`src/inc/vec_unit_cfg.svh`:
```
// Constants for the vector multiply, logic and pack unit
`ifndef VEC_UNIT_CFG_SVH
`define VEC_UNIT_CFG_SVH

`define VEC_MAJOR_HI        31
`define VEC_MAJOR_LO        26
`define VEC_MAJOR_CODE      6'h0A
`define VEC_DEST_HI         25
`define VEC_DEST_LO         21
`define VEC_SRCA_HI         20
`define VEC_SRCA_LO         16
`define VEC_SRCB_HI         15
`define VEC_SRCB_LO         11
`define VEC_RSVD_HI         10
`define VEC_RSVD_LO         8
`define VEC_MINOR_HI        7
`define VEC_MINOR_LO        0

`define VEC_OP_MUL_SUB_SAT  8'h5B
`define VEC_OP_MUL_SAT      8'h5C
`define VEC_OP_NOT_AND      8'h5D
`define VEC_OP_NOT_OR       8'h5E
`define VEC_OP_OR           8'h5F
`define VEC_OP_NIB_PACK     8'h60
`define VEC_OP_BYTE_PACK    8'h61
`define VEC_OP_NIB_PACK_SAT 8'h62

`define VEC_LANES           4
`define VEC_LANE_W          16
`define VEC_BYTES           8
`define VEC_HALF_W          32

`endif

```
`src/inc/vec_unit_pkg.sv`:
```
// Types shared by the vector multiply, logic and pack unit
`default_nettype none

package vec_unit_pkg;

  typedef enum logic [2:0] {
    OP_MUL_SUB_SAT,
    OP_MUL_SAT,
    OP_NOT_AND,
    OP_NOT_OR,
    OP_OR,
    OP_NIB_PACK,
    OP_BYTE_PACK,
    OP_NIB_PACK_SAT
  } vec_op_t;

  typedef struct packed {
    logic [4:0] dest_reg;
    logic [4:0] src_a_sel;
    logic [4:0] src_b_sel;
    logic [7:0] minor;
  } vec_fields_t;

  typedef struct packed {
    logic       valid;
    logic [4:0] dest_reg;
    logic [63:0] data;
  } vec_result_t;

endpackage

`default_nettype wire

```
`src/hdl/vec_lane_mul.sv`:
```
// One signed 16-bit lane: product, accumulator subtract and saturation
`timescale 1ns/10ps
`default_nettype none

module vec_lane_mul #(
  parameter int LANE_W = 16
) (
  // Operands
  input  wire logic [LANE_W-1:0]   a_i,
  input  wire logic [LANE_W-1:0]   b_i,
  input  wire logic [2*LANE_W-1:0] acc_i,
  // Results
  output logic      [LANE_W-1:0]   mul_sat_o,
  output logic      [LANE_W-1:0]   mul_sub_sat_o
);

  localparam int PW = 2 * LANE_W;

  logic signed [PW-1:0] prod;
  logic signed [PW:0]   diff;
  logic signed [PW-1:0] diff_sat;

  // Two's complement products of LANE_W bits fit in PW bits
  always_comb begin
    prod = $signed({{LANE_W{a_i[LANE_W-1]}}, a_i}) * $signed({{LANE_W{b_i[LANE_W-1]}}, b_i});
    diff = $signed({acc_i[PW-1], acc_i}) - $signed({prod[PW-1], prod});
  end

  // Clamp the product to LANE_W signed bits
  always_comb begin
    if (prod > $signed({{(LANE_W+1){1'b0}}, {(LANE_W-1){1'b1}}})) begin   // RULE_13
      mul_sat_o = {1'b0, {(LANE_W-1){1'b1}}};                           // RULE_14
    end else if (prod < $signed({{(LANE_W+1){1'b1}}, {(LANE_W-1){1'b0}}})) begin
      mul_sat_o = {1'b1, {(LANE_W-1){1'b0}}};                           // RULE_14
    end else begin
      mul_sat_o = prod[LANE_W-1:0];                                     // RULE_05
    end
  end

  // Clamp the difference to PW signed bits, then keep the low lane bits
  always_comb begin
    if (diff[PW] != diff[PW-1]) begin                                   // RULE_13
      diff_sat = diff[PW] ? {1'b1, {(PW-1){1'b0}}} : {1'b0, {(PW-1){1'b1}}};
    end else begin
      diff_sat = diff[PW-1:0];
    end
    mul_sub_sat_o = diff_sat[LANE_W-1:0];                               // RULE_14
  end

endmodule

`default_nettype wire

```
`src/hdl/vec_mul_logic_pack_unit.sv`:
```
// Vector multiply, logic and pack execution unit, one cycle latency
//
// Operation
// RULE_01 - Major code 0xA: dest 25:21, src A 20:16, src B 15:11, minor 7:0.
// RULE_02 - Minor 0x5B: accumulator slice minus lane product, clamped 32-bit signed.
// RULE_03 - Lanes 0,1 use low accumulator word halves; lanes 2,3 use high word.
// RULE_04 - Accumulator storage implementation-defined; results follow per-lane listing.
// RULE_05 - Minor 0x5C: signed lane products clamped to 16 bits per lane.
// RULE_06 - Minor 0x5D: bitwise NAND of both 64-bit sources.
// RULE_07 - Minor 0x5E: bitwise NOR of both 64-bit sources.
// RULE_08 - Minor 0x5F: bitwise OR of both 64-bit sources.
// RULE_09 - Minor 0x60: low nibble of each byte, B low word, A high word.
// RULE_10 - Minor 0x61: low byte of each half-word, B low word, A high.
// RULE_11 - Minor 0x62: bytes clamped to signed nibbles, B low, A high.
// RULE_12 - Multiplies use four independent 16-bit lanes, no cross-lane carry.
// RULE_13 - Out-of-range lane results clamp to min or max, never wrap.
// RULE_14 - Clamp to n-bit signed limits; 32-bit result keeps low 16 bits.
// RULE_15 - Only 64-bit operation; no exceptions raised for any opcode.
`timescale 1ns/10ps
`default_nettype none
`include "vec_unit_cfg.svh"

module vec_mul_logic_pack_unit #(
  parameter int DATA_W = 64
) (
  // Clock and reset
  input  wire logic                sys_clk_i,
  input  wire logic                sys_rst_i,
  input  wire logic                clk_en_i,
  // Issue from core
  input  wire logic                issue_valid_i,
  input  wire logic [31:0]         instr_i,
  input  wire logic [DATA_W-1:0]   src_a_reg_i,
  input  wire logic [DATA_W-1:0]   src_b_reg_i,
  // Accumulator slices held by the core
  input  wire logic [DATA_W-1:0]   accumulator_low_word_i,
  input  wire logic [DATA_W-1:0]   accumulator_high_word_i,
  // Decode feedback
  output logic                     claim_o,
  // Write-back to core
  output logic                     result_valid_o,
  output logic [4:0]               result_dest_o,
  output logic [DATA_W-1:0]        result_data_o
);

  // ----------------------------------------------------------------
  // Decode
  // ----------------------------------------------------------------
  vec_unit_pkg::vec_fields_t fields;
  vec_unit_pkg::vec_op_t     op;
  logic                      op_known;

  always_comb begin
    fields.dest_reg  = instr_i[`VEC_DEST_HI:`VEC_DEST_LO];              // RULE_01
    fields.src_a_sel = instr_i[`VEC_SRCA_HI:`VEC_SRCA_LO];
    fields.src_b_sel = instr_i[`VEC_SRCB_HI:`VEC_SRCB_LO];
    fields.minor     = instr_i[`VEC_MINOR_HI:`VEC_MINOR_LO];
    op_known         = 1'b1;
    // Reserved bits 10:8 are ignored rather than trapped
    case (fields.minor)
      `VEC_OP_MUL_SUB_SAT:  op = vec_unit_pkg::OP_MUL_SUB_SAT;
      `VEC_OP_MUL_SAT:      op = vec_unit_pkg::OP_MUL_SAT;
      `VEC_OP_NOT_AND:      op = vec_unit_pkg::OP_NOT_AND;
      `VEC_OP_NOT_OR:       op = vec_unit_pkg::OP_NOT_OR;
      `VEC_OP_OR:           op = vec_unit_pkg::OP_OR;
      `VEC_OP_NIB_PACK:     op = vec_unit_pkg::OP_NIB_PACK;
      `VEC_OP_BYTE_PACK:    op = vec_unit_pkg::OP_BYTE_PACK;
      `VEC_OP_NIB_PACK_SAT: op = vec_unit_pkg::OP_NIB_PACK_SAT;
      default: begin
        op       = vec_unit_pkg::OP_OR;
        op_known = 1'b0;
      end
    endcase
  end

  // Other minor codes belong to neighbouring units; no trap from here
  assign claim_o = issue_valid_i && op_known &&                        // RULE_15
                   (instr_i[`VEC_MAJOR_HI:`VEC_MAJOR_LO] == `VEC_MAJOR_CODE);

  // ----------------------------------------------------------------
  // Multiply lanes
  // ----------------------------------------------------------------
  logic [DATA_W-1:0] mul_sat;
  logic [DATA_W-1:0] mul_sub_sat;
  logic [2*DATA_W-1:0] acc_all;

  // Accumulator is external; lanes walk low word then high word
  assign acc_all = {accumulator_high_word_i, accumulator_low_word_i};  // RULE_03 RULE_04

  genvar gl;
  generate
    for (gl = 0; gl < `VEC_LANES; gl++) begin : g_lane
      // Each lane is its own multiplier, so no carry crosses lanes
      vec_lane_mul #(
        .LANE_W (`VEC_LANE_W)
      ) u_lane (                                                        // RULE_12
        .a_i           (src_a_reg_i[gl*`VEC_LANE_W +: `VEC_LANE_W]),
        .b_i           (src_b_reg_i[gl*`VEC_LANE_W +: `VEC_LANE_W]),
        .acc_i         (acc_all[gl*2*`VEC_LANE_W +: 2*`VEC_LANE_W]),    // RULE_03
        .mul_sat_o     (mul_sat[gl*`VEC_LANE_W +: `VEC_LANE_W]),        // RULE_05
        .mul_sub_sat_o (mul_sub_sat[gl*`VEC_LANE_W +: `VEC_LANE_W])     // RULE_02
      );
    end
  endgenerate

  // ----------------------------------------------------------------
  // Pack paths
  // ----------------------------------------------------------------
  logic [DATA_W-1:0] nib_pack;
  logic [DATA_W-1:0] nib_pack_sat;
  logic [DATA_W-1:0] byte_pack;
  logic [2*DATA_W-1:0] pack_src;

  // B feeds the low half of the result, A the high half
  assign pack_src = {src_a_reg_i, src_b_reg_i};

  function automatic logic [3:0] clamp_signed_4(input logic [7:0] v);
    if ($signed(v) > $signed(8'h07)) begin                              // RULE_14
      clamp_signed_4 = 4'h7;
    end else if ($signed(v) < $signed(8'hF8)) begin
      clamp_signed_4 = 4'h8;
    end else begin
      clamp_signed_4 = v[3:0];
    end
  endfunction

  genvar gb;
  generate
    for (gb = 0; gb < 2*`VEC_BYTES; gb++) begin : g_nib
      assign nib_pack[gb*4 +: 4]     = pack_src[gb*8 +: 4];            // RULE_09
      assign nib_pack_sat[gb*4 +: 4] = clamp_signed_4(pack_src[gb*8 +: 8]); // RULE_11
    end
    for (gb = 0; gb < 2*`VEC_LANES; gb++) begin : g_byte
      assign byte_pack[gb*8 +: 8] = pack_src[gb*`VEC_LANE_W +: 8];     // RULE_10
    end
  endgenerate

  // ----------------------------------------------------------------
  // Result select
  // ----------------------------------------------------------------
  logic [DATA_W-1:0] result;

  always_comb begin
    case (op)
      vec_unit_pkg::OP_MUL_SUB_SAT:  result = mul_sub_sat;             // RULE_02
      vec_unit_pkg::OP_MUL_SAT:      result = mul_sat;                 // RULE_05
      vec_unit_pkg::OP_NOT_AND:      result = ~(src_a_reg_i & src_b_reg_i); // RULE_06
      vec_unit_pkg::OP_NOT_OR:       result = ~(src_a_reg_i | src_b_reg_i); // RULE_07
      vec_unit_pkg::OP_OR:           result = src_a_reg_i | src_b_reg_i;    // RULE_08
      vec_unit_pkg::OP_NIB_PACK:     result = nib_pack;                // RULE_09
      vec_unit_pkg::OP_BYTE_PACK:    result = byte_pack;               // RULE_10
      vec_unit_pkg::OP_NIB_PACK_SAT: result = nib_pack_sat;            // RULE_11
      default:                       result = '0;
    endcase
  end

  // ----------------------------------------------------------------
  // Output register
  // ----------------------------------------------------------------
  vec_unit_pkg::vec_result_t out_r;
  vec_unit_pkg::vec_result_t out_nxt;

  // Registering trades a cycle of latency for timing at 250 MHz
  always_comb begin
    out_nxt = out_r;
    if (clk_en_i) begin
      out_nxt.valid = claim_o;
      if (claim_o) begin
        out_nxt.dest_reg = fields.dest_reg;                             // RULE_01
        out_nxt.data     = result;
      end
    end
  end

  always_ff @(posedge sys_clk_i or posedge sys_rst_i) begin
    if (sys_rst_i) begin
      out_r <= '0;
    end else begin
      out_r <= out_nxt;
    end
  end

  assign result_valid_o = out_r.valid;
  assign result_dest_o  = out_r.dest_reg;
  assign result_data_o  = out_r.data;

endmodule

`default_nettype wire

```
`config.mk`:
```
export PLATFORM = sky130hd
export DESIGN_NAME = vec_mul_logic_pack_unit
export DESIGN_NICKNAME = d
export VERILOG_FILES = /design/src/inc/vec_unit_pkg.sv /design/src/hdl/vec_lane_mul.sv /design/src/hdl/vec_mul_logic_pack_unit.sv
export VERILOG_INCLUDE_DIRS = /design/src /design/src/inc
export SDC_FILE = /design/constraint.sdc
export NUM_CORES = 2
export LEC_CHECK = 0
export BUFFER_PORTS_ARGS = -buffer_cell sky130_fd_sc_hd__buf_4
export CORE_UTILIZATION = 40
export DETAILED_ROUTE_END_ITERATION = 12
export SLEW_MARGIN = 5
export SYNTH_ARGS = -nofsm -noshare
export SYNTH_HDL_FRONTEND = slang
export SYNTH_SLANG_ARGS = --single-unit
```
`constraint.sdc`:
```
create_clock -name sys_clk_i -period 3.9 [get_ports sys_clk_i]
set_input_delay 0 -clock sys_clk_i [delete_from_list [all_inputs] [get_ports sys_clk_i]]
set_output_delay 0 -clock sys_clk_i [all_outputs]
set_load 0.02 [all_outputs]
```
==> flow_summary_export.csv <==
group,metric,value,unit
layout,regArea,1752,sq um
routing,wl_per_cell,20.33,microns
layout,synthToLayoutAreaGrowth,35.05,%
clock_network,clock_latency,400,ps
synth,synth_nets,8134,
floorplan,fp.dieH,365.6,microns
floorplan,dieArea,133700,sq um
global_route,top_usage_layer,"met2",
routing,num_vias,50417,
synth,synth-async-reset-ratio,1.000,
routing,wirelength,193.9,mm
synth,yosysWarnings,0,
worst_setup_path,crit_type,"primary input to flip-flop",
floorplan,placementRows,133,
worst_setup_path,slowest_stage,"fa_1",
worst_setup_path,cp-start-kind,"primary input",
floorplan,fp.dieW,365.6,microns
timing,setup_ws,-3546,ps
synth,yosys.cell_types.count,102,
worst_setup_path,path_max_fanout,8,
routing,drc_errors,0,
timing,timing.final.setup_violations,64,
status,violations,"negative setup slack",
worst_setup_path,end_kind,"flip-flop",
synth,synthFlopType,"dfrtp_1",
synth,synth_edf_count,0,
global_route,grt.overflow.total,0,
synth,yosysTopAreaCell,"fa_1",
routing,ant_nets,0,
timing,hold_viol,0,
layout,fillers,12060,
synth,synth_top_cell_area_share,0.3983,
worst_setup_path,cpPeakStageDelay,570,ps
synth,ys_seq_area_frac,0.03313,
routing,drt-vias-per-instance,5.288,
timing,maxSlewViolCount,0,
global_route,grt_util_met2,0.4841,
clock_network,cts_inserted_buffers,9,
global_route,grt_antenna_before_repair,20,
global_route,met1_usage,0.3814,
place,port_buffers,349,
synth,avgSynthCellArea,8.322,sq um
global_route,grt_usage,0.2922,
global_route,grtUsageMet3,0.05303,
clock_network,clockBufferDepth,2,
job,max-cap-violations,0,
timing,relSlewSlack,0.1865,
timing,whs,113.0,ps
worst_setup_path,cpMostUsedCell,"fa_1",
timing,finalSetupTns,-216950,ps
place,place.gp.congestion,0.9271,
timing,fmax,134.3,MHz
clock_network,cts_tree,"yes",
hold_path,hold_class,"primary input to flip-flop",
synth,synth_area_leaders,"fa_1 (40%), ha_1 (10%), inv_1 (8.9%)",
floorplan,io_pins,363,
timing,period_minus_slack,7446,ps
synth,syn_area,52880,sq um
clock_network,cts_max_level,3,
timing,period_share,1.909,
global_route,grt_pass1_wl,300.6,mm
place,dp_hpwl,165.5,mm
status,status,"finished with violations",
clock_network,clock-sinks,70,
layout,multi_input_area,48170,sq um
floorplan,core-area,131300,sq um
layout,post-route-cell-area,71410,sq um
place,dpl.cell_count,9357,
layout,post_route_cells_drive_above_1_share,0.2976,
timing,finClkSkew,0,ps
clock_network,cts.clk_slew.worst_paths,70,ps
timing,tightest_slew,1211,ps
worst_setup_path,cp.arrival,7750,ps
floorplan,initial_core_util,0.4027,
global_route,grt_max_degree,79,
layout,instances_no_fill,9535,
layout,fin_nets,9551,
synth,synth_seq_cells,70,
timing,rsz0062_at_grt,"true",
place,postPlaceCellArea,66610,sq um
global_route,grt_pass1_vias,53321,
worst_setup_path,required,4210,ps
clock_network,cts-root-buf,"clkbuf_16",
synth,synth_cells,6354,
routing,drt_iter0_drc,3518,
worst_setup_path,regToRegSetupSlack,2960,ps
routing,dr.pass1.iters,6,
## cell usage in the layout, fill, tap and decap left out, types with 19 or more instances in the layout
cell,count
buf_4,1555
inv_1,1200
fa_1,1014
nand2_1,704
and2_1,427
ha_1,358
nor2_1,271
a21oi_1,226
o21ai_0,148
xnor2_1,101
nor3_1,100
buf_6,98
ha_4,74
dfrtp_1,70
a21o_1,65
nand3_1,59
xor2_1,58
nand2b_1,55
a31oi_1,51
inv_2,49
and2_4,46
o21a_1,44
nand4_1,42
buf_12,42
a21oi_2,40
fa_2,38
o211ai_1,37
maj3_1,34
a211oi_1,29
nor2b_1,27
buf_8,27
nand2_2,26
o21ai_1,26
nor4_1,25
or3_1,22
a211oi_2,22
o22ai_1,21
o21ai_2,20
o21bai_1,19
## per-layer routing
layer,wire [microns],vias to the layer above
met5,149,-
met4,7810,24
met3,14280,357
li1,-,22962
met1,80970,25386
met2,90680,1688
## sequential cells by signal, summed over array words and instances (netlist names)
name,cells
result_dest_o,5
result_valid_o,1
result_data_o,64
## worst max-delay path, delay by kind of cell
kind,cells,cell delay [ps]
AO/OA/AOI/OAI,12,1990
XOR/XNOR,1,280
adder cells (fa/ha/maj),8,3600
buffers and inverters,6,690
multiplexers,1,270
AND/OR/NAND/NOR,7,900
## synthesized netlist by cell type, types with 16 or more instances
library cell	n
nand3_1	75
or3_1	26
a21oi_1	270
a221oi_1	19
xnor2_1	111
o21ai_0	183
o22ai_1	25
o31ai_1	16
nand2b_1	55
o21bai_1	20
inv_1	1254
nor4_1	32
ha_1	436
nor2_1	288
xor2_1	66
a211oi_1	48
nor3_1	111
o21a_1	44
dfrtp_1	70
maj3_1	36
o221ai_1	17
nor2b_1	33
and3_1	17
a31oi_1	60
buf_1	19
a21o_1	65
fa_1	1052
and2_1	473
o211ai_1	37
nand4_1	42
nand2_1	747
clkbuf_1	302
## final timing paths
| path | to | from | depth (start not counted) |
|---|---|---|---|
| worst max register to register | result_data_o[0] | result_data_o[0] | 3 |
| max in group asynchronous | result_data_o[17] | sys_rst_i | 4 |
| worst min register to register | result_dest_o[0] | result_dest_o[0] | 2 |
| worst min-delay path | result_data_o[33] | accumulator_high_word_i[1] | 4 |
| worst max-delay path | result_data_o[54] | src_a_reg_i[56] | 35 |
| min in group asynchronous | result_data_o[13] | sys_rst_i | 3 |
## logic make-up (layout without fill, tap and decap cells)
logic type               Yosys count  in the layout  synth area share
AO/OA/AOI/OAI                    996            996            0.1269
XOR/XNOR                         180            180           0.03038
adder cells (fa/ha/maj)         1527           1527            0.5089
buffers and inverters           1584           3004            0.1129
flip-flops                        70             70           0.03313
multiplexers                      20             22          0.004022
other                              0              4                 0
AND/OR/NAND/NOR                 1977           1977            0.1838
## through the flow
| step | setup slack [ps] | util |
|---|---|---|
| floorplan | -3571 | - |
| global route | -3759 | 0.5439 |
| finish | -3546 | 0.5439 |
| detailed placement | -4221 | 0.5073 |
| CTS | -3467 | 0.5318 |
| global placement | -4205 | 0.5073 |
## cell type report
class | count | area share
flip-flops and latches | 70 | 0.02453
clock buffers | 9 | 0.003154
repair buffers | 1734 | 0.1995
inverters | 1254 | 0.06610
well taps | 1755 | 0.03075
multi-input cells | 4702 | 0.6745
clock inverters | 7 | 0.001384
diodes | 4 | 0.0001402
## what timing repair did
action,CTS,global route
endpoints found under the setup margin,64,64
resized for setup,436,260
hold endpoints to repair,54,0
cloned,7,1
hold buffers,7,0
setup buffers,99,52
pin swaps,247,259
Power is not shown: default switching activity piles up to over one toggle a cycle in this logic, so the estimate is an artifact.
